`src/imu_cal_pkg.sv`:
```
// Constants and types shared by the IMU offset and gain calibration block.
// Assumes a 100 MHz system clock and a 32-bit AXI4-Lite register bus.
`default_nettype none

package imu_cal_pkg;

  // ----------------------------------------------------------------------
  // Timing, addresses, commands, fields
  // ----------------------------------------------------------------------
  localparam longint CLK_HZ          = 100_000_000;
  localparam longint DRIVE_TEST_MS   = 320;
  // Longest time, so rounded down
  localparam longint DRIVE_TEST_CYC  = (DRIVE_TEST_MS * CLK_HZ) / 1000;
  // Register byte addresses
  localparam logic [7:0] A_CMD      = 8'h00;
  localparam logic [7:0] A_PWR      = 8'h04;
  localparam logic [7:0] A_ACC_OFF  = 8'h08;
  localparam logic [7:0] A_GYR_OFF  = 8'h0C;
  localparam logic [7:0] A_CFG      = 8'h10;
  localparam logic [7:0] A_GAIN_XY  = 8'h14;
  localparam logic [7:0] A_GAIN_Z   = 8'h18;
  localparam logic [7:0] A_STATUS   = 8'h1C;
  // Commands, bit positions, reset values
  localparam logic [7:0] CMD_GTRIG  = 8'h02;
  localparam logic [7:0] CMD_UGAIN  = 8'h03;
  localparam logic [7:0] CMD_SOFTRST = 8'hB6;
  localparam int PWR_ACC  = 0;
  localparam int PWR_GYR  = 1;
  localparam int PWR_FUP  = 2;
  localparam int PWR_APS  = 3;
  localparam int CFG_AOFF = 0;
  localparam int CFG_GOFF = 1;
  localparam int CFG_GAIN = 2;
  localparam int CFG_SELF = 3;
  localparam int GAIN_UPD_EN = 16;
  localparam logic [3:0]  PWR_RST   = 4'h8;
  localparam logic [10:0] GAIN_ONE  = 11'h400;
  localparam logic [10:0] GAIN_MIN  = 11'h300;
  localparam logic [10:0] GAIN_MAX  = 11'h500;
  localparam logic [1:0]  TRIG_OK   = 2'h0;
  localparam logic [1:0]  TRIG_ERR  = 2'h1;
  localparam logic [1:0]  RESP_OK   = 2'h0;
  localparam logic [1:0]  RESP_SLV  = 2'h2;

  // ----------------------------------------------------------------------
  // Types
  // ----------------------------------------------------------------------
  typedef struct packed {
    logic signed [15:0] x;
    logic signed [15:0] y;
    logic signed [15:0] z;
  } axis_s;

  typedef enum logic [1:0] {
    ST_IDLE  = 2'b00,
    ST_DRIVE = 2'b01,
    ST_SENSE = 2'b10
  } st_e;

endpackage

`default_nettype wire

```
`src/imu_offset_gain_compensation.sv`:
```
// Offset, gain and gyro self-test logic of a six-axis inertial sensor.
// Assumes synchronous sample inputs and an AXI4-Lite master on the bus side.
// What this block does
// - At self-test end set done flag and report ok or error status.
// - Self-test passes only when x, y and z ok flags are all one.
// - Gyro startup is gyro enable rising without fast power-up, or vice versa.
// - Drive test on self-test and startup; failure sets fatal within 320 ms.
// - Offset computed on raw samples and applied before the optional gyro gain.
// - Offset sum that overflows clamps to most negative or positive value.
// - Accel offsets load from stored copies at reset, host may overwrite.
// - First sample after any host offset write is marked invalid.
// - Accel offset is 8-bit two's complement, range independent.
// - Accel offset applied only while its enable bit is set.
// - Gyro offset is 10-bit two's complement, used only when enabled.
// - Gyro offsets load from stored images at reset, host may overwrite.
// - Automatic gyro offset tracking only when all five conditions hold.
// - Gain ratio is 11-bit unsigned 1.10, spanning 0.75 to 1.25.
// - Device clears update enable when the gain update is finished.
// - Gain correction at its range limit is flagged in gain status.
`default_nettype none
module imu_offset_gain_compensation
  import imu_cal_pkg::*;
#(
  parameter int unsigned DRIVE_CYCLES  = 32'(DRIVE_TEST_CYC),
  parameter int unsigned ACC_OFF_SHIFT = 0,
  parameter int unsigned GYR_OFF_SHIFT = 0
) (
  input  wire logic        aclk,
  input  wire logic        aresetn,
  input  wire logic [7:0]  awaddr,
  input  wire logic        awvalid,
  output var  logic        awready,
  input  wire logic [31:0] wdata,
  input  wire logic [3:0]  wstrb,
  input  wire logic        wvalid,
  output var  logic        wready,
  output var  logic [1:0]  bresp,
  output var  logic        bvalid,
  input  wire logic        bready,
  input  wire logic [7:0]  araddr,
  input  wire logic        arvalid,
  output var  logic        arready,
  output var  logic [31:0] rdata,
  output var  logic [1:0]  rresp,
  output var  logic        rvalid,
  input  wire logic        rready,
  input  wire axis_s       acc_in,
  input  wire axis_s       gyr_in,
  input  wire logic        in_valid,
  input  wire logic        drive_ok,
  input  wire logic [2:0]  sense_ok,
  input  wire logic        ois_acc_en,
  input  wire logic        ois_gyr_en,
  input  wire logic        ioc_valid,
  input  wire logic [29:0] ioc_offset,
  input  wire logic [23:0] nvm_acc_off,
  input  wire logic [29:0] nvm_gyr_off,
  input  wire logic [3:0]  nvm_cfg,
  output var  axis_s       acc_out,
  output var  axis_s       gyr_out,
  output var  logic        out_valid,
  output var  logic        out_invalid,
  output var  logic        fatal_err,
  output var  logic        tracking_active
);
  if (DRIVE_CYCLES < 2 || ACC_OFF_SHIFT > 8 || GYR_OFF_SHIFT > 6) begin : g_chk
    $error("imu_offset_gain_compensation: unsupported parameter value");
  end
  // ----------------------------------------------------------------------
  // Helper functions and state
  // ----------------------------------------------------------------------
  // Saturating add of sample and offset
  function automatic logic signed [15:0] add_sat(input logic signed [15:0] s,
                                                 input logic signed [15:0] o);
    logic signed [16:0] t;
    t = 17'(s) + 17'(o);
    return (t > 17'sd32767) ? 16'sh7FFF : (t < -17'sd32768) ? 16'sh8000 : t[15:0];
  endfunction
  // Scale by 1.10 ratio with saturation
  function automatic logic signed [15:0] gain_sat(input logic signed [15:0] s,
                                                  input logic [10:0] g);
    logic signed [27:0] p;
    logic signed [17:0] q;
    p = 28'(s) * 28'($signed({1'b0, g}));
    q = p[27:10];
    return (q > 18'sd32767) ? 16'sh7FFF : (q < -18'sd32768) ? 16'sh8000 : q[15:0];
  endfunction
  function automatic logic [10:0] clamp_gain(input logic [10:0] g);
    return (g > GAIN_MAX) ? GAIN_MAX : (g < GAIN_MIN) ? GAIN_MIN : g;
  endfunction
  logic [7:0]        aw_addr;
  logic [31:0]       w_data;
  logic [3:0]        w_strb, pwr, pwr_prev, cfg;
  logic [23:0]       acc_off;
  logic [29:0]       gyr_off;
  logic [2:0][10:0]  gain_req, gain_new, gain_act;
  logic              upd_en, gain_limit, boot_load, selftest, st_done, inv_pend, v1, inv1;
  st_e               state;
  logic [31:0]       cnt;
  logic [2:0]        axis_ok;
  logic [1:0]        trig_status;
  axis_s             acc_s1, gyr_s1;
  // ----------------------------------------------------------------------
  // Bus decode
  // ----------------------------------------------------------------------
  wire do_write  = !awready && !wready && !bvalid;
  wire ar_take   = arvalid && arready;
  wire wr_cmd    = do_write && aw_addr == A_CMD && w_strb[0];
  wire wr_pwr    = do_write && aw_addr == A_PWR;
  wire wr_acc    = do_write && aw_addr == A_ACC_OFF;
  wire wr_gyr    = do_write && aw_addr == A_GYR_OFF;
  wire wr_cfg    = do_write && aw_addr == A_CFG;
  wire wr_gxy    = do_write && aw_addr == A_GAIN_XY;
  wire wr_gz     = do_write && aw_addr == A_GAIN_Z;
  wire wr_hit    = aw_addr <= A_STATUS && aw_addr[1:0] == 2'b00;
  wire rd_hit    = araddr <= A_STATUS && araddr[1:0] == 2'b00;
  wire cmd_trig  = wr_cmd && w_data[7:0] == CMD_GTRIG;
  wire cmd_gain  = wr_cmd && w_data[7:0] == CMD_UGAIN;
  wire cmd_srst  = wr_cmd && w_data[7:0] == CMD_SOFTRST;
  wire [31:0] st_word = {21'h0, tracking_active, 1'b0, gain_limit, fatal_err,
                         trig_status, st_done && &axis_ok, axis_ok, st_done};
  wire [31:0] wmask = {{8{w_strb[3]}}, {8{w_strb[2]}}, {8{w_strb[1]}}, {8{w_strb[0]}}};
  wire [31:0] wr_acc_v = ({8'h0, acc_off} & ~wmask) | (w_data & wmask);
  wire [31:0] wr_gyr_v = ({2'h0, gyr_off} & ~wmask) | (w_data & wmask);
  wire [31:0] wr_gxy_v = ({5'h0, gain_req[1], 5'h0, gain_req[0]} & ~wmask) | (w_data & wmask);
  wire [31:0] wr_gz_v  = ({15'h0, upd_en, 5'h0, gain_req[2]} & ~wmask) | (w_data & wmask);
  logic [31:0] rd_mux;
  always_comb begin
    case (araddr)
      A_PWR:     rd_mux = {28'h0, pwr};
      A_ACC_OFF: rd_mux = {8'h0, acc_off};
      A_GYR_OFF: rd_mux = {2'h0, gyr_off};
      A_CFG:     rd_mux = {28'h0, cfg};
      A_GAIN_XY: rd_mux = {5'h0, gain_req[1], 5'h0, gain_req[0]};
      A_GAIN_Z:  rd_mux = {15'h0, upd_en, 5'h0, gain_req[2]};
      A_STATUS:  rd_mux = st_word;
      default:   rd_mux = 32'h0;
    endcase
  end
  // ----------------------------------------------------------------------
  // AXI4-Lite write and read channels
  // ----------------------------------------------------------------------
  always_ff @(posedge aclk) begin
    if (!aresetn) begin
      awready <= 1'b1;
      wready  <= 1'b1;
      bvalid  <= 1'b0;
      bresp   <= RESP_OK;
      aw_addr <= 8'h00;
      w_data  <= 32'h0;
      w_strb  <= 4'h0;
    end else begin
      if (awvalid && awready) begin
        awready <= 1'b0;
        aw_addr <= awaddr;
      end
      if (wvalid && wready) begin
        wready <= 1'b0;
        w_data <= wdata;
        w_strb <= wstrb;
      end
      if (do_write) begin
        bvalid <= 1'b1;
        bresp  <= wr_hit ? RESP_OK : RESP_SLV;
      end
      if (bvalid && bready) begin
        bvalid  <= 1'b0;
        awready <= 1'b1;
        wready  <= 1'b1;
      end
    end
  end
  // Read channel
  always_ff @(posedge aclk) begin
    if (!aresetn) begin
      arready <= 1'b1;
      rvalid  <= 1'b0;
      rdata   <= 32'h0;
      rresp   <= RESP_OK;
    end else if (ar_take) begin
      arready <= 1'b0;
      rvalid  <= 1'b1;
      rdata   <= rd_mux;
      rresp   <= rd_hit ? RESP_OK : RESP_SLV;
    end else if (rvalid && rready) begin
      rvalid  <= 1'b0;
      arready <= 1'b1;
    end
  end
  // ----------------------------------------------------------------------
  // Power, configuration, offset and gain registers
  // ----------------------------------------------------------------------
  wire tracking = cfg[CFG_SELF] && cfg[CFG_GOFF] && (pwr[PWR_ACC] || ois_acc_en)
                  && pwr[PWR_GYR] && !ois_gyr_en;
  wire gyr_start = (pwr[PWR_GYR] && !pwr_prev[PWR_GYR] && !pwr[PWR_FUP])
                || (pwr[PWR_FUP] && !pwr_prev[PWR_FUP] && !pwr[PWR_GYR]);
  // load stored images after reset or soft reset
  always_ff @(posedge aclk) begin
    if (!aresetn) begin
      boot_load <= 1'b1;
      pwr       <= PWR_RST;
      pwr_prev  <= PWR_RST;
      acc_off   <= 24'h0;
      gyr_off   <= 30'h0;
      cfg       <= 4'h0;
      tracking_active <= 1'b0;
    end else begin
      pwr_prev        <= pwr;
      tracking_active <= tracking;
      boot_load       <= cmd_srst;
      if (boot_load) begin
        pwr     <= PWR_RST;
        acc_off <= nvm_acc_off;
        gyr_off <= nvm_gyr_off;
        cfg     <= nvm_cfg;
      end else begin
        if (wr_pwr && w_strb[0]) pwr <= w_data[3:0];
        if (wr_cfg && w_strb[0]) cfg <= w_data[3:0];
        if (wr_acc) acc_off <= wr_acc_v[23:0];
        // autonomous tracking wins over a host write
        if (tracking && ioc_valid) gyr_off <= ioc_offset;
        else if (wr_gyr) gyr_off <= wr_gyr_v[29:0];
      end
    end
  end
  // Gain ratios and user gain update
  always_ff @(posedge aclk) begin
    if (!aresetn) begin
      gain_req   <= {3{GAIN_ONE}};
      gain_new   <= {3{GAIN_ONE}};
      gain_act   <= {3{GAIN_ONE}};
      upd_en     <= 1'b0;
      gain_limit <= 1'b0;
    end else begin
      if (wr_gxy) begin
        gain_req[0] <= wr_gxy_v[10:0];
        gain_req[1] <= wr_gxy_v[26:16];
      end
      if (wr_gz) begin
        gain_req[2] <= wr_gz_v[10:0];
        upd_en      <= wr_gz_v[GAIN_UPD_EN];
      end
      // clamp to range, flag limit, clear enable
      if (cmd_gain && upd_en && !pwr[PWR_GYR]) begin
        for (int i = 0; i < 3; i++) gain_new[i] <= clamp_gain(gain_req[i]);
        gain_limit <= (gain_req[0] >= GAIN_MAX) || (gain_req[0] <= GAIN_MIN)
                   || (gain_req[1] >= GAIN_MAX) || (gain_req[1] <= GAIN_MIN)
                   || (gain_req[2] >= GAIN_MAX) || (gain_req[2] <= GAIN_MIN);
        upd_en <= 1'b0;
      end
      // new ratios take effect at the next gyro start
      if (gyr_start) gain_act <= gain_new;
    end
  end
  // ----------------------------------------------------------------------
  // Self-test and drive test sequencer
  // ----------------------------------------------------------------------
  always_ff @(posedge aclk) begin
    if (!aresetn) begin
      state       <= ST_IDLE;
      cnt         <= 32'h0;
      selftest    <= 1'b0;
      st_done     <= 1'b0;
      axis_ok     <= 3'h0;
      trig_status <= TRIG_OK;
      fatal_err   <= 1'b0;
    end else begin
      // Fatal flag clears on status read; a new failure wins
      if (ar_take && araddr == A_STATUS) fatal_err <= 1'b0;
      case (state)
        ST_IDLE: begin
          cnt <= 32'h0;
          if (cmd_trig) begin
            state    <= ST_DRIVE;
            selftest <= 1'b1;
            st_done  <= 1'b0;
            axis_ok  <= 3'h0;
          end else if (gyr_start) begin
            state    <= ST_DRIVE;
            selftest <= 1'b0;
          end
        end
        // drive test runs its full length, then reports
        ST_DRIVE: begin
          cnt <= cnt + 32'h1;
          if (cnt == DRIVE_CYCLES - 1) begin
            if (!drive_ok) fatal_err <= 1'b1;
            trig_status <= drive_ok ? TRIG_OK : TRIG_ERR;
            state <= selftest ? ST_SENSE : ST_IDLE;
          end
        end
        ST_SENSE: begin
          axis_ok <= sense_ok;
          st_done <= 1'b1;
          state   <= ST_IDLE;
        end
        default: state <= ST_IDLE;
      endcase
    end
  end
  // ----------------------------------------------------------------------
  // Sample datapath: offset then gain
  // ----------------------------------------------------------------------
  // accel offset sign-extended and scaled, gated by enable
  wire signed [15:0] ao_x = cfg[CFG_AOFF] ? 16'($signed(acc_off[7:0]))   <<< ACC_OFF_SHIFT : '0;
  wire signed [15:0] ao_y = cfg[CFG_AOFF] ? 16'($signed(acc_off[15:8]))  <<< ACC_OFF_SHIFT : '0;
  wire signed [15:0] ao_z = cfg[CFG_AOFF] ? 16'($signed(acc_off[23:16])) <<< ACC_OFF_SHIFT : '0;
  // gyro offset 10-bit fields, gated by enable
  wire signed [15:0] go_x = cfg[CFG_GOFF] ? 16'($signed(gyr_off[9:0]))   <<< GYR_OFF_SHIFT : '0;
  wire signed [15:0] go_y = cfg[CFG_GOFF] ? 16'($signed(gyr_off[19:10])) <<< GYR_OFF_SHIFT : '0;
  wire signed [15:0] go_z = cfg[CFG_GOFF] ? 16'($signed(gyr_off[29:20])) <<< GYR_OFF_SHIFT : '0;
  wire off_write = wr_acc || wr_gyr;
  wire axis_s gyr_g = '{gain_sat(gyr_s1.x, gain_act[0]), gain_sat(gyr_s1.y, gain_act[1]),
                        gain_sat(gyr_s1.z, gain_act[2])};
  // saturated offset on raw samples, one result for all paths
  always_ff @(posedge aclk) begin
    if (!aresetn) begin
      acc_s1   <= '0;
      gyr_s1   <= '0;
      v1       <= 1'b0;
      inv1     <= 1'b0;
      inv_pend <= 1'b0;
    end else begin
      v1 <= in_valid;
      // pending mark survives a write that meets a sample
      inv1     <= in_valid && inv_pend;
      inv_pend <= off_write || (inv_pend && !in_valid);
      if (in_valid) begin
        acc_s1 <= '{add_sat(acc_in.x, ao_x), add_sat(acc_in.y, ao_y),
                    add_sat(acc_in.z, ao_z)};
        gyr_s1 <= '{add_sat(gyr_in.x, go_x), add_sat(gyr_in.y, go_y),
                    add_sat(gyr_in.z, go_z)};
      end
    end
  end
  always_ff @(posedge aclk) begin
    if (!aresetn) begin
      acc_out     <= '0;
      gyr_out     <= '0;
      out_valid   <= 1'b0;
      out_invalid <= 1'b0;
    end else begin
      out_valid   <= v1;
      out_invalid <= inv1;
      if (v1) begin
        acc_out <= acc_s1;
        gyr_out <= cfg[CFG_GAIN] ? gyr_g : gyr_s1;
      end
    end
  end
endmodule
`default_nettype wire

```
`config.mk`:
```
export PLATFORM = sky130hd
export DESIGN_NAME = imu_offset_gain_compensation
export DESIGN_NICKNAME = d
export VERILOG_FILES = /design/src/imu_cal_pkg.sv /design/src/imu_offset_gain_compensation.sv
export SDC_FILE = /design/constraint.sdc
export NUM_CORES = 2
export LEC_CHECK = 0
export BUFFER_PORTS_ARGS = -buffer_cell sky130_fd_sc_hd__buf_4
export CAP_MARGIN = 20
export CORE_UTILIZATION = 44
export CTS_BUF_LIST = sky130_fd_sc_hd__clkbuf_8
export CTS_CLUSTER_DIAMETER = 200
export DETAILED_ROUTE_END_ITERATION = 10
export PLACE_DENSITY_LB_ADDON = 0.08
export SYNTH_ARGS = -nofsm -noshare
export SYNTH_HDL_FRONTEND = slang
export SYNTH_SLANG_ARGS = --single-unit
```
`constraint.sdc`:
```
create_clock -name aclk -period 6.95 [get_ports aclk]
set_input_delay 1.39 -clock aclk [delete_from_list [all_inputs] [get_ports aclk]]
set_output_delay 1.39 -clock aclk [all_outputs]
set_load 0.01 [all_outputs]
```
Word level (Yosys, flattened, before mapping)
Index checks and enable logic that the tools add are counted.
{"block": "classes", "n_mul": 3, "n_shift": 0, "reduce_logical": 74, "n_addsub": 7, "eq_ne": 22, "order_cmp": 32, "div_mod_pow": 0, "n_mux": 62, "bitwise": 11}
{"operator": "$mux W16", "count": 24}
{"operator": "$pmux W30 S7", "count": 1}
{"operator": "$add A16 B16 Y17", "count": 6}
{"operator": "$gt A17 B16 Y1 const B", "count": 6}
{"operator": "$lt A17 B16 Y1 const B", "count": 6}
{"operator": "$mux W30", "count": 3}
{"operator": "$mul A16 B12 Y28", "count": 3}
{"operator": "$mux W11", "count": 6}
{"operator": "$pmux W32 S2", "count": 1}
{"operator": "$and A30 B30 Y30", "count": 2}
{"operator": "$eq A8 B5 Y1 const B", "count": 7}
{"operator": "$gt A18 B16 Y1 const B", "count": 3}
{"operator": "$lt A18 B16 Y1 const B", "count": 3}
{"operator": "$mux W24", "count": 2}
{"operator": "$mux W48", "count": 1}
{"operator": "$logic_and A1 B1 Y1", "count": 37}
{"operator": "$ge A11 B11 Y1 const B", "count": 3}
{"operator": "$gt A11 B11 Y1 const B", "count": 3}
{"operator": "$le A11 B10 Y1 const B", "count": 3}
{"operator": "$lt A11 B10 Y1 const B", "count": 3}
{"operator": "$add A32 B1 Y32 const B", "count": 1}
{"operator": "$eq A32 B25 Y1 const B", "count": 1}
{"operator": "$eq A8 B4 Y1 const B", "count": 4}
{"operator": "$not A30 Y30", "count": 1}
{"operator": "32 further kinds", "count": 81}
{"block": "totals", "reg_bits": 490, "romBits": 0, "ram_bits": 0, "in_bits": 251, "latchBits": 0, "out_inout_bits": 141, "mem_count": 0}

Logic depth before layout (Yosys ltp)
{"block": "depth", "word_depth": 9, "ltp_mapped": 24}

Worst setup path after synthesis
Ideal clock, no wire load.
{"block": "synth_path", "path_type": "register to register", "from": "register gain_act[30] (netlist name)", "to": "register gyr_out[0] (netlist name)", "slack_ns": 0.932, "arrival_time_ns": 5.949, "path_stages_with_launch": 23, "synth_period_minus_slack_ns": 6.018, "path_cell_list": "dfxtp_1 clkbuf_1 clkbuf_1 nand2_1 fa_1 inv_1 fa_1 fa_1 fa_1 inv_1 fa_1 inv_1 ha_1 a21o_1 a21o_1 a21oi_1 o21ai_0 nor4_1 nor3_1 o31ai_2 buf_4 a21oi_1 o21ai_1"}
{"block": "synth_between", "elab_chain_len": 5, "elab_cells_between_ends": 6}
{"element": "start: declaration", "line_no": "imu_offset_gain_compensation.sv:96", "text": "logic [2:0][10:0] gain_req, gain_new, gain_act;"}
{"element": "start signal: assignment", "line_no": "imu_offset_gain_compensation.sv:231", "text": "gain_act <= {3{GAIN_ONE}};"}
{"element": "start signal: assignment", "line_no": "imu_offset_gain_compensation.sv:252", "text": "if (gyr_start) gain_act <= gain_new;"}
{"element": "$mul A16 B12 Y28 *", "line_no": "imu_offset_gain_compensation.sv:84", "text": "p = 28'(s) * 28'($signed({1'b0, g}));"}
{"element": "$lt A18 B16 Y1", "line_no": "imu_offset_gain_compensation.sv:86", "text": "return (q > 18'sd32767) ? 16'sh7FFF : (q < -18'sd32768) ? 16'sh8000 : q[15:0];"}
{"element": "$mux W16", "line_no": "imu_offset_gain_compensation.sv:86"}
{"element": "$mux W16 *", "line_no": "imu_offset_gain_compensation.sv:86"}
{"element": "$mux W48 *", "line_no": "imu_offset_gain_compensation.sv:347", "text": "gyr_out <= cfg[CFG_GAIN] ? gyr_g : gyr_s1;"}
{"element": "end signal: assignment", "line_no": "imu_offset_gain_compensation.sv:347"}
{"element": "end: declaration", "line_no": "imu_offset_gain_compensation.sv:60", "text": "output var axis_s gyr_out,"}
Mark *: on every way between the ends. The rest lies on a longest branch, timed or not.
A chain may end at the register's enable or synchronous reset.

Worst setup path in the final report
{"block": "layout_path", "from": "register gain_act[30] (netlist name)", "to": "register gyr_out[14] (netlist name)"}
The elaborated chain is that of the path after synthesis.

==> impl_metrics.yaml <==
status:
  outcome: "finished, final reports clean"
floorplanning:
  coreArea_sq_mm: 0.0981
  initial_core_util: 0.444
  io_pins: 392
  die_y_microns: 317
  row_count: 115
  fp.dieW_microns: 317
  dieArea_sq_mm: 0.100
pwr:
  irDropWorstVdd_mv: 0.155
  p_per_area_mw_per_mm2: 144
  swShare: 0.299
  clockPowerShare: 0.422
  seqPwrFrac: 0.427
  p_switching_mw: 2.14
  comb_power_share: 0.151
  p_int_mw: 5.02
  leakage_nw: 23.2
synth:
  synth_edf_count: 0
  yosysSeqAreaShare: 0.223
  async_reset_ff_frac: 0
  synth_cell_type_count: 94
  ys_seq_elements: 484
  yosys_warnings: 0
  synth-main-ff-cell: "dfxtp_1"
  syn_inst: 5258
  synth_area_sq_mm: 0.0435
  synth_area_per_cell_sq_um: 8.28
critical_path:
  cp-start-kind: "flip-flop"
  cp.buffers_inverters: 5
  cp_max_fo: 17
  critPathArrivalTime_ns: 7.18
  cpPeakStageDelay_ns: 0.86
  path_cells: "nand2_1 > fa_1 > inv_1 > fa_1 > fa_1 > fa_1 > inv_1 > fa_1 > inv_1 > ha_1 > a21o_1 > a21o_1 > a21oi_1 > o21ai_0 > nor4_1 > buf_4 > o31a_1 > o31ai_2 > buf_4 > a31oi_1 > o21ai_0"
  critPathTopFamily: "adder cells"
  path_common_cell: "fa_1"
  critPathKind: "flip-flop to flip-flop"
  cpMaxStageDelayCell: "dfxtp_1"
  worst_setup_path_end_kind: "flip-flop"
  cp.required_ns: 7.55
cts:
  clkTransAtPathRegs_ns: 0.06
  cts_buffer_depth: 3
  numCtsBuffers: 92
  htree_levels: 3
  cts.sinks: 484
  postCtsHoldBufs: 0
  post-cts-setup-buffers: 0
  cts.repair.resized: 0
  clock_latency_ns: 0.73
  cts_tree: "built"
  clockRootBuffer: "clkbuf_8"
sta:
  setup_violations: 0
  timing.fmax_mhz: 152
  rsz0062_at_grt: "false"
  fin_crit_sh: 0.946
  finClkSkew_ns: 0.0448
  slew_viol_final: 0
  slew_headroom: 0.251
  setup-tns-final_ns: 0
  finalHoldViolCount: 0
  max_slew.worst_pin.slew_ns: 1.12
  fin_crit_ns: 6.58
grt:
  grt_pass1_vias: 36000
  antenna_found_initial: 6
  grt_use_met3: 0.0550
  top_usage_layer: "met2"
  met2_usage: 0.432
  grt.overflow.total: 0
  met1_usage: 0.373
  track_usage: 0.271
  grt_pass1_wl_microns: 210000
  grt_max_degree: 114
detailed_routing:
  vias_per_cell: 5.32
  routedWlPerCell_microns: 19.6
  ant_nets: 0
  drt_pass1_iterations: 7
  drt_iter0_drc: 2247
  drcViolationCount: 0
  totalWireLength_microns: 135000
  routed-via-count: 36800
finish:
  area_growth_pct: 14.4
  multi_input_area_sq_mm: 0.0300
  final_nets: 6559
  final-seq-area_sq_mm: 0.00970
  layout-drive-gt1-share: 0.129
  fin_cells: 6914
  nFillCells: 9619
min_path:
  hp-class: "flip-flop to flip-flop"
place:
  dp_hpwl_microns: 106000
  placed_cells: 6742
  io_buffer_count: 385
  gp_congestion: 0.883
flow_run:
  drv_cap: 0
[power by group through the flow]
stage | registers (mW) | clock network (mW) | logic [mW]
5_1_grt | 3.07 | 3.24 | 1.20
3_3_place_gp | 3.11 | 0 | 1.07
4_1_cts | 3.06 | 3.10 | 1.09
6_report | 3.06 | 3.02 | 1.08
3_5_place_dp | 3.11 | 0 | 1.08
2_1_floorplan | 3.01 | 0 | 0.705
[Yosys cell counts (all sizes together), types with 15 or more instances]
library cell | instances | area, sq um
maj3 | 60 | 601
a21o | 36 | 270
xnor2 | 81 | 709
buf | 29 | 151
fa | 486 | 9730
dfxtp | 484 | 9690
nor2 | 365 | 1370
o21a | 32 | 240
or3 | 31 | 194
xor2 | 69 | 604
nor4 | 16 | 121
inv | 715 | 2680
ha | 271 | 3390
nand2b | 27 | 169
o221a | 31 | 349
and2 | 219 | 1370
o21ai | 207 | 1040
and3 | 28 | 175
nand2 | 733 | 2750
a21oi | 426 | 2140
a211oi | 50 | 385
clkbuf | 275 | 1030
nor2b | 23 | 144
a22o | 33 | 289
mux2i | 72 | 721
nand3 | 121 | 606
a31oi | 36 | 225
nor3 | 61 | 332
a22oi | 33 | 248
a222oi | 15 | 150
nand4 | 24 | 150
[kinds of logic after synthesis]
family                   count (synthesis)  share of synthesized area
AND/OR/NAND/NOR                       1698                      0.179
buffers and inverters                 1019                     0.0889
AO/OA/AOI/OAI                         1014                      0.146
adder cells (fa/ha/maj)                817                      0.315
flip-flops                             484                      0.223
XOR/XNOR                               150                     0.0302
multiplexers                            75                     0.0173
other                                    1                  0.0000861
[worst reg2reg max path, delay by kind of cell, from the launching register on]
family,cells,cell delay (ns)
AO/OA/AOI/OAI,8,1.38
adder cells (fa/ha/maj),6,2.96
flip-flops,1,0.86
AND/OR/NAND/NOR,2,0.64
buffers and inverters,5,0.59
[metrics by stage]
stage	total power [mW]	util	hold slack, ns	worst slack, ns	area, sq um
floorplan	3.71	-	0.412	0.932	43500
global placement	4.19	0.487	0.438	0.465	47800
detailed placement	4.20	0.487	0.443	0.354	47800
CTS	7.25	0.507	0.450	0.323	49700
global route	7.51	0.507	0.473	0.0199	49800
finish	7.16	0.507	0.444	0.375	49800
[final timing paths]
| kind | startpoint | to | slack [ns] | cells after the start |
|---|---|---|---|---|
| setup reg to reg | gain_act[30]$_SDFFE_PN0P_ | gyr_out[14]$_SDFFE_PN0P_ | 0.37 | 21 |
| hold reg to reg | gyr_out[4]$_SDFFE_PN0P_ | gyr_out[4]$_SDFFE_PN0P_ | 0.44 | 2 |
| setup / recovery | gain_act[30]$_SDFFE_PN0P_ | gyr_out[14]$_SDFFE_PN0P_ | 0.37 | 21 |
| hold / removal | gyr_out[4]$_SDFFE_PN0P_ | gyr_out[4]$_SDFFE_PN0P_ | 0.44 | 2 |
[placed cells by master (no fill, tap or decap), types with 27 or more instances in the layout]
cell | Yosys | routed
a211oi_1 | 48 | 48
a21o_1 | 36 | 36
a21oi_1 | 423 | 422
a22o_1 | 33 | 33
a22oi_1 | 33 | 33
a31oi_1 | 36 | 35
and2_1 | 219 | 219
and3_1 | 28 | 28
buf_4 | 6 | 495
clkbuf_8 | 0 | 117
dfxtp_1 | 484 | 479
fa_1 | 486 | 486
ha_1 | 271 | 271
inv_1 | 715 | 740
maj3_1 | 60 | 60
mux2i_1 | 72 | 72
nand2_1 | 732 | 732
nand2b_1 | 27 | 27
nand3_1 | 121 | 121
nor2_1 | 365 | 361
nor3_1 | 57 | 57
o21a_1 | 32 | 32
o21ai_0 | 182 | 181
o221a_2 | 31 | 31
or3_1 | 31 | 31
xnor2_1 | 81 | 81
xor2_1 | 69 | 69
[area by class of cell]
type / instances / area share
timing repair buffer: 500 / 0.0764
clock inverter: 47 / 0.00711
tap: 1287 / 0.0323
clock buffer: 117 / 0.0323
multi-input combinational: 3758 / 0.603
inverter: 715 / 0.0540
sequential: 484 / 0.195
antenna: 6 / 0.000302
[layer usage]
metal / up-vias / wire length (microns)
li1: 17800 / -
met1: 17800 / 60700
met2: 982 / 62100
met3: 154 / 9200
met4: 2 / 3200
met5: - / 11
Note: power is estimated with default switching activity, not from simulation.
